### src/include/tgc_pkg.sv
// Operation
// [RULE_01] gate enable makes counting follow gate
// [RULE_02] polarity bit picks active gate level
// [RULE_03] toggle mode bit; clearing clears toggle ff
// [RULE_04] toggle ff flips on rising gate edge
// [RULE_05] single pulse mode bit enables pulse gating
// [RULE_06] bit 3 is go request and done status
// [RULE_07] unimplemented control bits read as zero
// [RULE_08] count only when on and gate qualified
`default_nettype none
package tgc_pkg;
    // byte addresses on the register bus
    localparam logic [3:0] TGC_OFF_GCON = 4'h0;
    localparam logic [3:0] TGC_OFF_CTRL = 4'h4;
    localparam logic [3:0] TGC_OFF_COUNT = 4'h8;
    // gate control and timer control field positions
    localparam int TGC_B_GE = 7;
    localparam int TGC_B_POL = 6;
    localparam int TGC_B_TM = 5;
    localparam int TGC_B_SPM = 4;
    localparam int TGC_B_GO = 3;
    localparam int TGC_B_SS1 = 1;
    localparam int TGC_B_SS0 = 0;
    localparam int TGC_B_ON = 0;
    // values after reset
    localparam logic [15:0] TGC_COUNT_RST = 16'h0000;
    localparam logic [31:0] TGC_RDATA_RST = 32'h0000_0000;

    typedef struct packed {
        logic gate_en;
        logic pol;
        logic tgl;
        logic spm;
        logic go;
        logic [1:0] src;
    } tgc_cfg_t;

    typedef enum logic [1:0] {
        TGC_SP_IDLE = 2'b00,
        TGC_SP_ARMED = 2'b01,
        TGC_SP_RUN = 2'b10
    } tgc_sp_t;

    typedef struct packed {
        logic meta;
        logic sync;
    } tgc_sync_st_t;

    typedef struct packed {
        logic prev;
        logic qprev;
        logic tgl_ff;
        tgc_sp_t sp;
    } tgc_qual_st_t;

    typedef struct packed {
        tgc_cfg_t cfg;
        logic on;
        logic [15:0] count;
        logic ack;
        logic [31:0] rdata;
    } tgc_top_st_t;
endpackage
`default_nettype wire

### src/tgc_gate_qual.sv
`default_nettype none
module tgc_gate_qual (
    // clock and reset
    input wire logic i_core_clk,
    input wire logic i_rst,
    // configuration and selected gate
    input wire tgc_pkg::tgc_cfg_t i_cfg,
    input wire logic i_gate,
    // qualified gate and end of single pulse
    output logic o_gate_ok,
    output logic o_done
);
    import tgc_pkg::*;

    tgc_qual_st_t s_r;
    tgc_qual_st_t s_nxt;
    logic act;
    logic rise;
    logic q;

    // polarity, toggle and single pulse in one pass
    always_comb begin
        s_nxt = s_r;
        o_done = 1'b0;
        act = (i_gate == i_cfg.pol); // RULE_02
        rise = act & ~s_r.prev;
        s_nxt.prev = act;
        if (!i_cfg.tgl) begin
            s_nxt.tgl_ff = 1'b0; // RULE_03
        end else if (rise) begin
            s_nxt.tgl_ff = ~s_r.tgl_ff; // RULE_04
        end
        q = i_cfg.tgl ? s_r.tgl_ff : act; // RULE_04
        s_nxt.qprev = q;
        // pulse needs a fresh rising edge after go, so a gate already high waits
        case (s_r.sp)
            TGC_SP_IDLE: begin
                if (i_cfg.spm && i_cfg.go) begin
                    s_nxt.sp = TGC_SP_ARMED; // RULE_05
                end
            end
            TGC_SP_ARMED: begin
                if (!i_cfg.spm || !i_cfg.go) begin
                    s_nxt.sp = TGC_SP_IDLE;
                end else if (q && !s_r.qprev) begin
                    s_nxt.sp = TGC_SP_RUN;
                end
            end
            TGC_SP_RUN: begin
                if (!i_cfg.spm) begin
                    s_nxt.sp = TGC_SP_IDLE;
                end else if (!q) begin
                    s_nxt.sp = TGC_SP_IDLE;
                    o_done = 1'b1; // RULE_06
                end
            end
            default: begin
                s_nxt.sp = TGC_SP_IDLE;
            end
        endcase
        o_gate_ok = i_cfg.spm ? ((s_r.sp == TGC_SP_RUN) & q) : q; // RULE_05
    end

    always_ff @(posedge i_core_clk) begin
        if (i_rst) begin
            s_r <= '0;
        end else begin
            s_r <= s_nxt;
        end
    end
endmodule
`default_nettype wire

### src/tgc_sync2.sv
`default_nettype none
module tgc_sync2 (
    // clock and reset
    input wire logic i_core_clk,
    input wire logic i_rst,
    // asynchronous level in, synchronised level out
    input wire logic i_async,
    output logic o_sync
);
    import tgc_pkg::*;

    tgc_sync_st_t s_r;
    tgc_sync_st_t s_nxt;

    // first stage feeds only the second
    always_comb begin
        s_nxt.meta = i_async;
        s_nxt.sync = s_r.meta;
    end

    always_ff @(posedge i_core_clk) begin
        if (i_rst) begin
            s_r <= '0;
        end else begin
            s_r <= s_nxt;
        end
    end

    assign o_sync = s_r.sync;
endmodule
`default_nettype wire

### src/tgc_timer_gate.sv
// Local design decisions: the register offsets and register access over Avalon-MM.
`default_nettype none
module tgc_timer_gate (
    // clock and reset
    input wire logic i_core_clk,
    input wire logic i_rst,
    // avalon-mm slave
    input wire logic [3:0] i_address,
    input wire logic i_read,
    input wire logic i_write,
    input wire logic [3:0] i_byteenable,
    input wire logic [31:0] i_writedata,
    output logic [31:0] o_readdata,
    output logic o_waitrequest,
    // gate sources
    input wire logic i_gate_pin,
    input wire logic [2:0] i_gate_int,
    // timer state
    output logic [15:0] o_count,
    output logic o_count_en
);
    import tgc_pkg::*;

    tgc_top_st_t s_r;
    tgc_top_st_t s_nxt;
    logic pin_sync;
    logic gate_sel;
    logic gate_ok;
    logic sp_done;
    logic req;
    logic take;
    logic wr_gcon;
    logic wr_ctrl;
    logic wr_cnt;
    logic adv;

    // address match for one register
    function automatic logic hit(input logic [3:0] a, input logic [3:0] off);
        hit = (a == off);
    endfunction

    // readback of the gate control byte, unused bit 2 stays zero
    function automatic logic [7:0] gcon_pack(input tgc_cfg_t c);
        logic [7:0] v;
        v = 8'h00;
        v[TGC_B_GE] = c.gate_en;
        v[TGC_B_POL] = c.pol;
        v[TGC_B_TM] = c.tgl;
        v[TGC_B_SPM] = c.spm;
        v[TGC_B_GO] = c.go;
        v[TGC_B_SS1] = c.src[1];
        v[TGC_B_SS0] = c.src[0];
        gcon_pack = v;
    endfunction

    // the pin is asynchronous, so it is synchronised before any use
    tgc_sync2 u_sync (
        .i_core_clk(i_core_clk),
        .i_rst(i_rst),
        .i_async(i_gate_pin),
        .o_sync(pin_sync)
    );

    // source select: 0 is the pin, 1..3 internal sources
    always_comb begin
        case (s_r.cfg.src)
            2'h0: gate_sel = pin_sync;
            2'h1: gate_sel = i_gate_int[0];
            2'h2: gate_sel = i_gate_int[1];
            2'h3: gate_sel = i_gate_int[2];
            default: gate_sel = 1'b0;
        endcase
    end

    tgc_gate_qual u_qual (
        .i_core_clk(i_core_clk),
        .i_rst(i_rst),
        .i_cfg(s_r.cfg),
        .i_gate(gate_sel),
        .o_gate_ok(gate_ok),
        .o_done(sp_done)
    );

    // one wait cycle per access keeps read data registered
    assign req = i_read | i_write;
    assign take = req & s_r.ack;
    assign o_waitrequest = req & ~s_r.ack;
    assign wr_gcon = take & i_write & i_byteenable[0] & hit(i_address, TGC_OFF_GCON);
    assign wr_ctrl = take & i_write & i_byteenable[0] & hit(i_address, TGC_OFF_CTRL);
    assign wr_cnt = take & i_write & (|i_byteenable[1:0]) & hit(i_address, TGC_OFF_COUNT);

    // gate enable is ignored while the timer is off
    assign adv = s_r.on & (~s_r.cfg.gate_en | gate_ok); // RULE_01 RULE_08

    // next state: bus, registers, counter
    always_comb begin
        s_nxt = s_r;
        s_nxt.ack = req & ~s_r.ack;
        if (req && !s_r.ack) begin
            s_nxt.rdata = 32'h0000_0000; // RULE_07
            if (hit(i_address, TGC_OFF_GCON)) begin
                s_nxt.rdata[7:0] = gcon_pack(s_r.cfg); // RULE_06 RULE_07
            end else if (hit(i_address, TGC_OFF_CTRL)) begin
                s_nxt.rdata[TGC_B_ON] = s_r.on;
            end else if (hit(i_address, TGC_OFF_COUNT)) begin
                s_nxt.rdata[15:0] = s_r.count;
            end
        end
        // hardware done clears go; a software write in the same cycle wins
        if (sp_done) begin
            s_nxt.cfg.go = 1'b0; // RULE_06
        end
        if (wr_gcon) begin
            s_nxt.cfg.gate_en = i_writedata[TGC_B_GE]; // RULE_01
            s_nxt.cfg.pol = i_writedata[TGC_B_POL]; // RULE_02
            s_nxt.cfg.tgl = i_writedata[TGC_B_TM]; // RULE_03
            s_nxt.cfg.spm = i_writedata[TGC_B_SPM]; // RULE_05
            s_nxt.cfg.go = i_writedata[TGC_B_GO]; // RULE_06
            s_nxt.cfg.src = {i_writedata[TGC_B_SS1], i_writedata[TGC_B_SS0]};
        end
        // go only means something inside single pulse mode
        if (!s_nxt.cfg.spm) begin
            s_nxt.cfg.go = 1'b0;
        end
        if (wr_ctrl) begin
            s_nxt.on = i_writedata[TGC_B_ON];
        end
        if (wr_cnt) begin
            if (i_byteenable[0]) begin
                s_nxt.count[7:0] = i_writedata[7:0];
            end
            if (i_byteenable[1]) begin
                s_nxt.count[15:8] = i_writedata[15:8];
            end
        end else if (adv) begin
            s_nxt.count = s_r.count + 16'h0001; // RULE_08
        end
    end

    always_ff @(posedge i_core_clk) begin
        if (i_rst) begin
            s_r.cfg <= '0;
            s_r.on <= 1'b0;
            s_r.count <= TGC_COUNT_RST;
            s_r.ack <= 1'b0;
            s_r.rdata <= TGC_RDATA_RST;
        end else begin
            s_r <= s_nxt;
        end
    end

    assign o_readdata = s_r.rdata;
    assign o_count = s_r.count;
    assign o_count_en = adv;
endmodule
`default_nettype wire

### config.mk
export PLATFORM = sky130hd
export DESIGN_NAME = tgc_timer_gate
export DESIGN_NICKNAME = d
export VERILOG_FILES = /design/src/include/tgc_pkg.sv /design/src/tgc_gate_qual.sv /design/src/tgc_sync2.sv /design/src/tgc_timer_gate.sv
export SDC_FILE = /design/constraint.sdc
export NUM_CORES = 1
export LEC_CHECK = 0
export BUFFER_PORTS_ARGS = -buffer_cell sky130_fd_sc_hd__buf_2
export CAP_MARGIN = 20
export CORE_ASPECT_RATIO = 0.5
export CORE_MARGIN = 2
export CORE_UTILIZATION = 36
export CTS_CLUSTER_DIAMETER = 120
export CTS_CLUSTER_SIZE = 25
export DETAILED_ROUTE_END_ITERATION = 10
export PLACE_DENSITY_LB_ADDON = 0.2
export SYNTH_ARGS = -nofsm -noshare
export SYNTH_HDL_FRONTEND = slang
export SYNTH_HIERARCHICAL = 1
export SYNTH_SLANG_ARGS = --single-unit
### constraint.sdc
create_clock -name i_core_clk -period 6.05 [get_ports i_core_clk]
set_clock_uncertainty 0.1 [all_clocks]
set_input_delay 0.3025 -clock i_core_clk [delete_from_list [all_inputs] [get_ports i_core_clk]]
set_output_delay 0.3025 -clock i_core_clk [all_outputs]
set_load 0.02 [all_outputs]
==> run_summary.xml <==
<?xml version="1.0" encoding="UTF-8"?>
<metrics>
  <group name="placement">
    <metric name="gp_routability_congestion" unit="">0.778</metric>
    <metric name="detailed_place_hpwl" unit="µm">4850</metric>
    <metric name="placed_cell_area" unit="µm²">2890</metric>
    <metric name="io_buffer_count" unit="">63</metric>
  </group>
  <group name="hold_path">
    <metric name="min-delay-path-class" unit="">primary input to flip-flop</metric>
    <metric name="hold_path.startpoint" unit="">i_gate_pin</metric>
    <metric name="worst_hold_path.endpoint" unit="">u_sync/s_nxt[0]</metric>
    <metric name="holdPathStages" unit="">2</metric>
  </group>
  <group name="floorplanning">
    <metric name="ios" unit="">98</metric>
    <metric name="fp.dieW" unit="µm">129</metric>
    <metric name="design.die.area" unit="µm²">8600</metric>
    <metric name="site_row_count" unit="">22</metric>
    <metric name="design.core.area" unit="µm²">7460</metric>
    <metric name="initial_utilization" unit="%">37.8</metric>
    <metric name="dieHeight" unit="µm">66.6</metric>
  </group>
  <group name="setup_path">
    <metric name="end_kind" unit="">output pin</metric>
    <metric name="critical_path.startpoint_type" unit="">flip-flop</metric>
    <metric name="crit_fanout" unit="">6</metric>
    <metric name="rr_endpoint" unit="">o_count[10]</metric>
    <metric name="crit_start" unit="">s_r[50]</metric>
    <metric name="r2r_start" unit="">s_r[50]</metric>
    <metric name="worstPathArrival" unit="ns">2.57</metric>
    <metric name="path_class" unit="">flip-flop to output pin</metric>
    <metric name="reg2regPathDepth" unit="">9</metric>
    <metric name="setup.reg_to_reg.worst_slack" unit="ns">3.12</metric>
    <metric name="worst-endpoint-required" unit="ns">5.65</metric>
  </group>
  <group name="clock_tree">
    <metric name="clock_sinks" unit="">48</metric>
    <metric name="clockBufferDepth" unit="">2</metric>
    <metric name="cts.reportedPaths.clkPinSlew" unit="ns">0.06</metric>
    <metric name="clock_tree.htree_level_count" unit="">2</metric>
    <metric name="clock_tree_from_tritoncts" unit="">built</metric>
    <metric name="clock-root-buffer" unit="">sky130_fd_sc_hd__clkbuf_16</metric>
    <metric name="post_cts_resized" unit="">0</metric>
    <metric name="cts_hold_repair.buffers" unit="">0</metric>
    <metric name="clk-insertion-delay-late" unit="ns">0.29</metric>
    <metric name="numCtsBuffers" unit="">5</metric>
    <metric name="post_cts_repair_timing_setup_buffer_count" unit="">0</metric>
  </group>
  <group name="synthesis">
    <metric name="synth_top_flop_cell" unit="">sky130_fd_sc_hd__dfxtp_1</metric>
    <metric name="post-synth-top-area-cell" unit="">sky130_fd_sc_hd__dfxtp_1</metric>
    <metric name="ys_async_sr_fraction" unit="%">0</metric>
    <metric name="synthesis.area_per_instance" unit="µm²">8.47</metric>
    <metric name="synth_top_area_share" unit="%">34.1</metric>
    <metric name="synth.top_cells.by_area" unit="">sky130_fd_sc_hd__dfxtp_1, sky130_fd_sc_hd__buf_4, sky130_fd_sc_hd__nor2_1, sky130_fd_sc_hd__a22oi_1, sky130_fd_sc_hd__nand2_1</metric>
    <metric name="synth.cell_area" unit="µm²">2820</metric>
    <metric name="seq_area_frac_synth" unit="%">34.1</metric>
    <metric name="postSynthRegisterBits" unit="">48</metric>
    <metric name="ys_types" unit="">57</metric>
    <metric name="number_of_enable_flip_flop_cells_after_synthesis" unit="">0</metric>
    <metric name="yosys_synthesis_warning_count" unit="">6</metric>
    <metric name="synthesized_instance_count" unit="">333</metric>
  </group>
  <group name="outcome">
    <metric name="status" unit="">completed</metric>
  </group>
  <group name="timing">
    <metric name="post_layout_minimum_cycle_time" unit="ns">2.98</metric>
    <metric name="grt_setup_unrepaired" unit="">false</metric>
    <metric name="period_utilization" unit="%">49.2</metric>
    <metric name="finalMaxSlewViolations" unit="">0</metric>
    <metric name="timing.final.setup_violations" unit="">0</metric>
    <metric name="maxSlewHeadroom" unit="%">28.2</metric>
    <metric name="fin_tns_setup" unit="ns">0</metric>
    <metric name="worst_slew_pin_slew" unit="ns">1.08</metric>
    <metric name="fmaxAchievable" unit="MHz">336</metric>
    <metric name="timing.final.hold_violations" unit="">0</metric>
  </group>
  <group name="route">
    <metric name="drtPass1Iterations" unit="">4</metric>
    <metric name="antenna_violating_nets_post_route" unit="">0</metric>
    <metric name="wl" unit="µm">6870</metric>
    <metric name="drt_iter0_drc" unit="">159</metric>
    <metric name="detailroute.via_count" unit="">2351</metric>
    <metric name="routed_wire_length_per_instance" unit="µm">14.8</metric>
    <metric name="final_routed_drc_violation_total" unit="">0</metric>
    <metric name="post_drt_via_cell_ratio" unit="">5.08</metric>
  </group>
  <group name="global_routing">
    <metric name="number_of_global_route_vias_before_repair" unit="">2050</metric>
    <metric name="overflow_left_after_global_routing" unit="">0</metric>
    <metric name="globalRouteTotalUtil" unit="%">16.8</metric>
    <metric name="grt_antenna_before_repair" unit="">0</metric>
    <metric name="grt_start_max_net_pins" unit="">53</metric>
    <metric name="grt_first_pass_wirelength" unit="µm">10900</metric>
  </group>
  <group name="final_layout">
    <metric name="layout.filler_cells" unit="">797</metric>
    <metric name="multi_input_comb_area" unit="µm²">1450</metric>
    <metric name="layout.cell_area.non_filler" unit="µm²">3050</metric>
    <metric name="antenna_cells" unit="">0</metric>
    <metric name="flow.area_growth_from_synthesis" unit="%">7.94</metric>
    <metric name="register_area" unit="µm²">961</metric>
    <metric name="nNetsFinal" unit="">404</metric>
    <metric name="final_layout_size_suffix_gt1_share" unit="%">26.8</metric>
  </group>
  <group name="flow_run">
    <metric name="max_cap_viol_count" unit="">0</metric>
  </group>
  <group name="pwr">
    <metric name="leakagePower" unit="nW">1.21</metric>
    <metric name="vdd.ir_drop.worst" unit="V">0.000119</metric>
    <metric name="p_per_area" unit="nW/µm²">219</metric>
  </group>
</metrics>
Yosys cell counts (all sizes together), types with 3 or more instances:
cell type and number:
inv 6, o32ai 4, a21oi 17, mux2 6
a31oi 5, nand3 9, clkbuf 10, a22oi 17
buf 54, nor4b 3, nor2 44, o211ai 3
o21ai 11, nor2b 5, nor3b 3, and3 4
and4 5, and2 4, mux2i 9, nand2 25
nor3 8, dfxtp 48, nand4 4
critical path: stages, from the launching register on:
cell                      delay [ns]
sky130_fd_sc_hd__dfxtp_1        0.38
sky130_fd_sc_hd__mux4_2         0.54
sky130_fd_sc_hd__xor2_1         0.24
sky130_fd_sc_hd__o21a_2         0.23
sky130_fd_sc_hd__nor2_1         0.08
sky130_fd_sc_hd__o21ai_1        0.39
sky130_fd_sc_hd__inv_1          0.20
sky130_fd_sc_hd__buf_2          0.21
registers in the layout, indices dropped and copies added, names as in the netlist:
name / cells
u_sync/o_sync: 1
s_r: 9
u_qual/s_r: 5
u_sync/s_nxt: 1
o_count: 16
o_readdata: 16
worst max path at each step:
stage,end,slack (ns),depth (start not counted)
after floorplan,o_count[10],3.50,9
after global placement,o_count[10],3.17,9
after detailed placement,o_count[10],3.14,9
after CTS,o_count_en,3.06,7
after global routing,o_count_en,2.80,7
final,o_count_en,3.07,7
placed cells by master (no fill, tap or decap), drive strengths merged, types with 2 or more instances in the layout:
master	instances
buf	64
dfxtp	48
nor2	44
nand2	25
a22oi	17
a21oi	17
conb	16
o21ai	11
nand3	9
mux2i	9
nor3	8
clkbuf	7
mux2	6
inv	6
nor2b	5
a31oi	5
and4	5
and2	4
nand4	4
and3	4
o32ai	4
o211ai	3
nor3b	3
nor4b	3
or3	2
o31ai	2
a21o	2
a221oi	2
o31a	2
o21a	2
a311oi	2
area by class of cell:
class                   instances  share of cell area [%]
multi-input cells             230                    47.7
inverters                       6                   0.740
flip-flops and latches         48                    31.6
well taps                     108                    4.44
clock buffers                   7                    5.01
repair buffers                 64                    10.6
power by group:
group / internal (mW) / switching, mW / leakage [nW]
sequential: 0.319 / 0.00278 / 0.388
combinational: 0.0146 / 0.0363 / 0.750
clock: 0.174 / 0.120 / 0.0760
cells by family (layout without fill, tap and decap cells):
group	Yosys count	after routing	synth area share, %
multiplexers	16	16	6.39
AO/OA/AOI/OAI	75	75	20.0
buffers and inverters	70	77	16.5
flip-flops	48	48	34.1
adder cells (fa/ha/maj)	1	1	0.443
AND/OR/NAND/NOR	120	120	21.9
XOR/XNOR	2	2	0.621
other	1	16	0.133
per-stage QoR:
step           power, mW  setup slack (ns)  instances  hold slack (ns)  utilization, %
2_1_floorplan      0.367              3.50        348            0.274               -
3_3_place_gp       0.379              3.17        456            0.324            38.8
3_5_place_dp       0.380              3.14        456            0.352            38.8
4_1_cts            0.677              3.06        463            0.127            40.8
5_1_grt            0.692              2.80        463            0.149            40.8
6_report           0.666              3.07        463            0.123            40.8
routing by layer:
metal / part of all wire (%) / track usage [%]
met1: 50 / 23.2
met2: 43 / 25.7
met3: 6.2 / 4.02
met4: 1.2 / 5.71
met5: 0 / 0
Power figures use the tool's default switching activity.
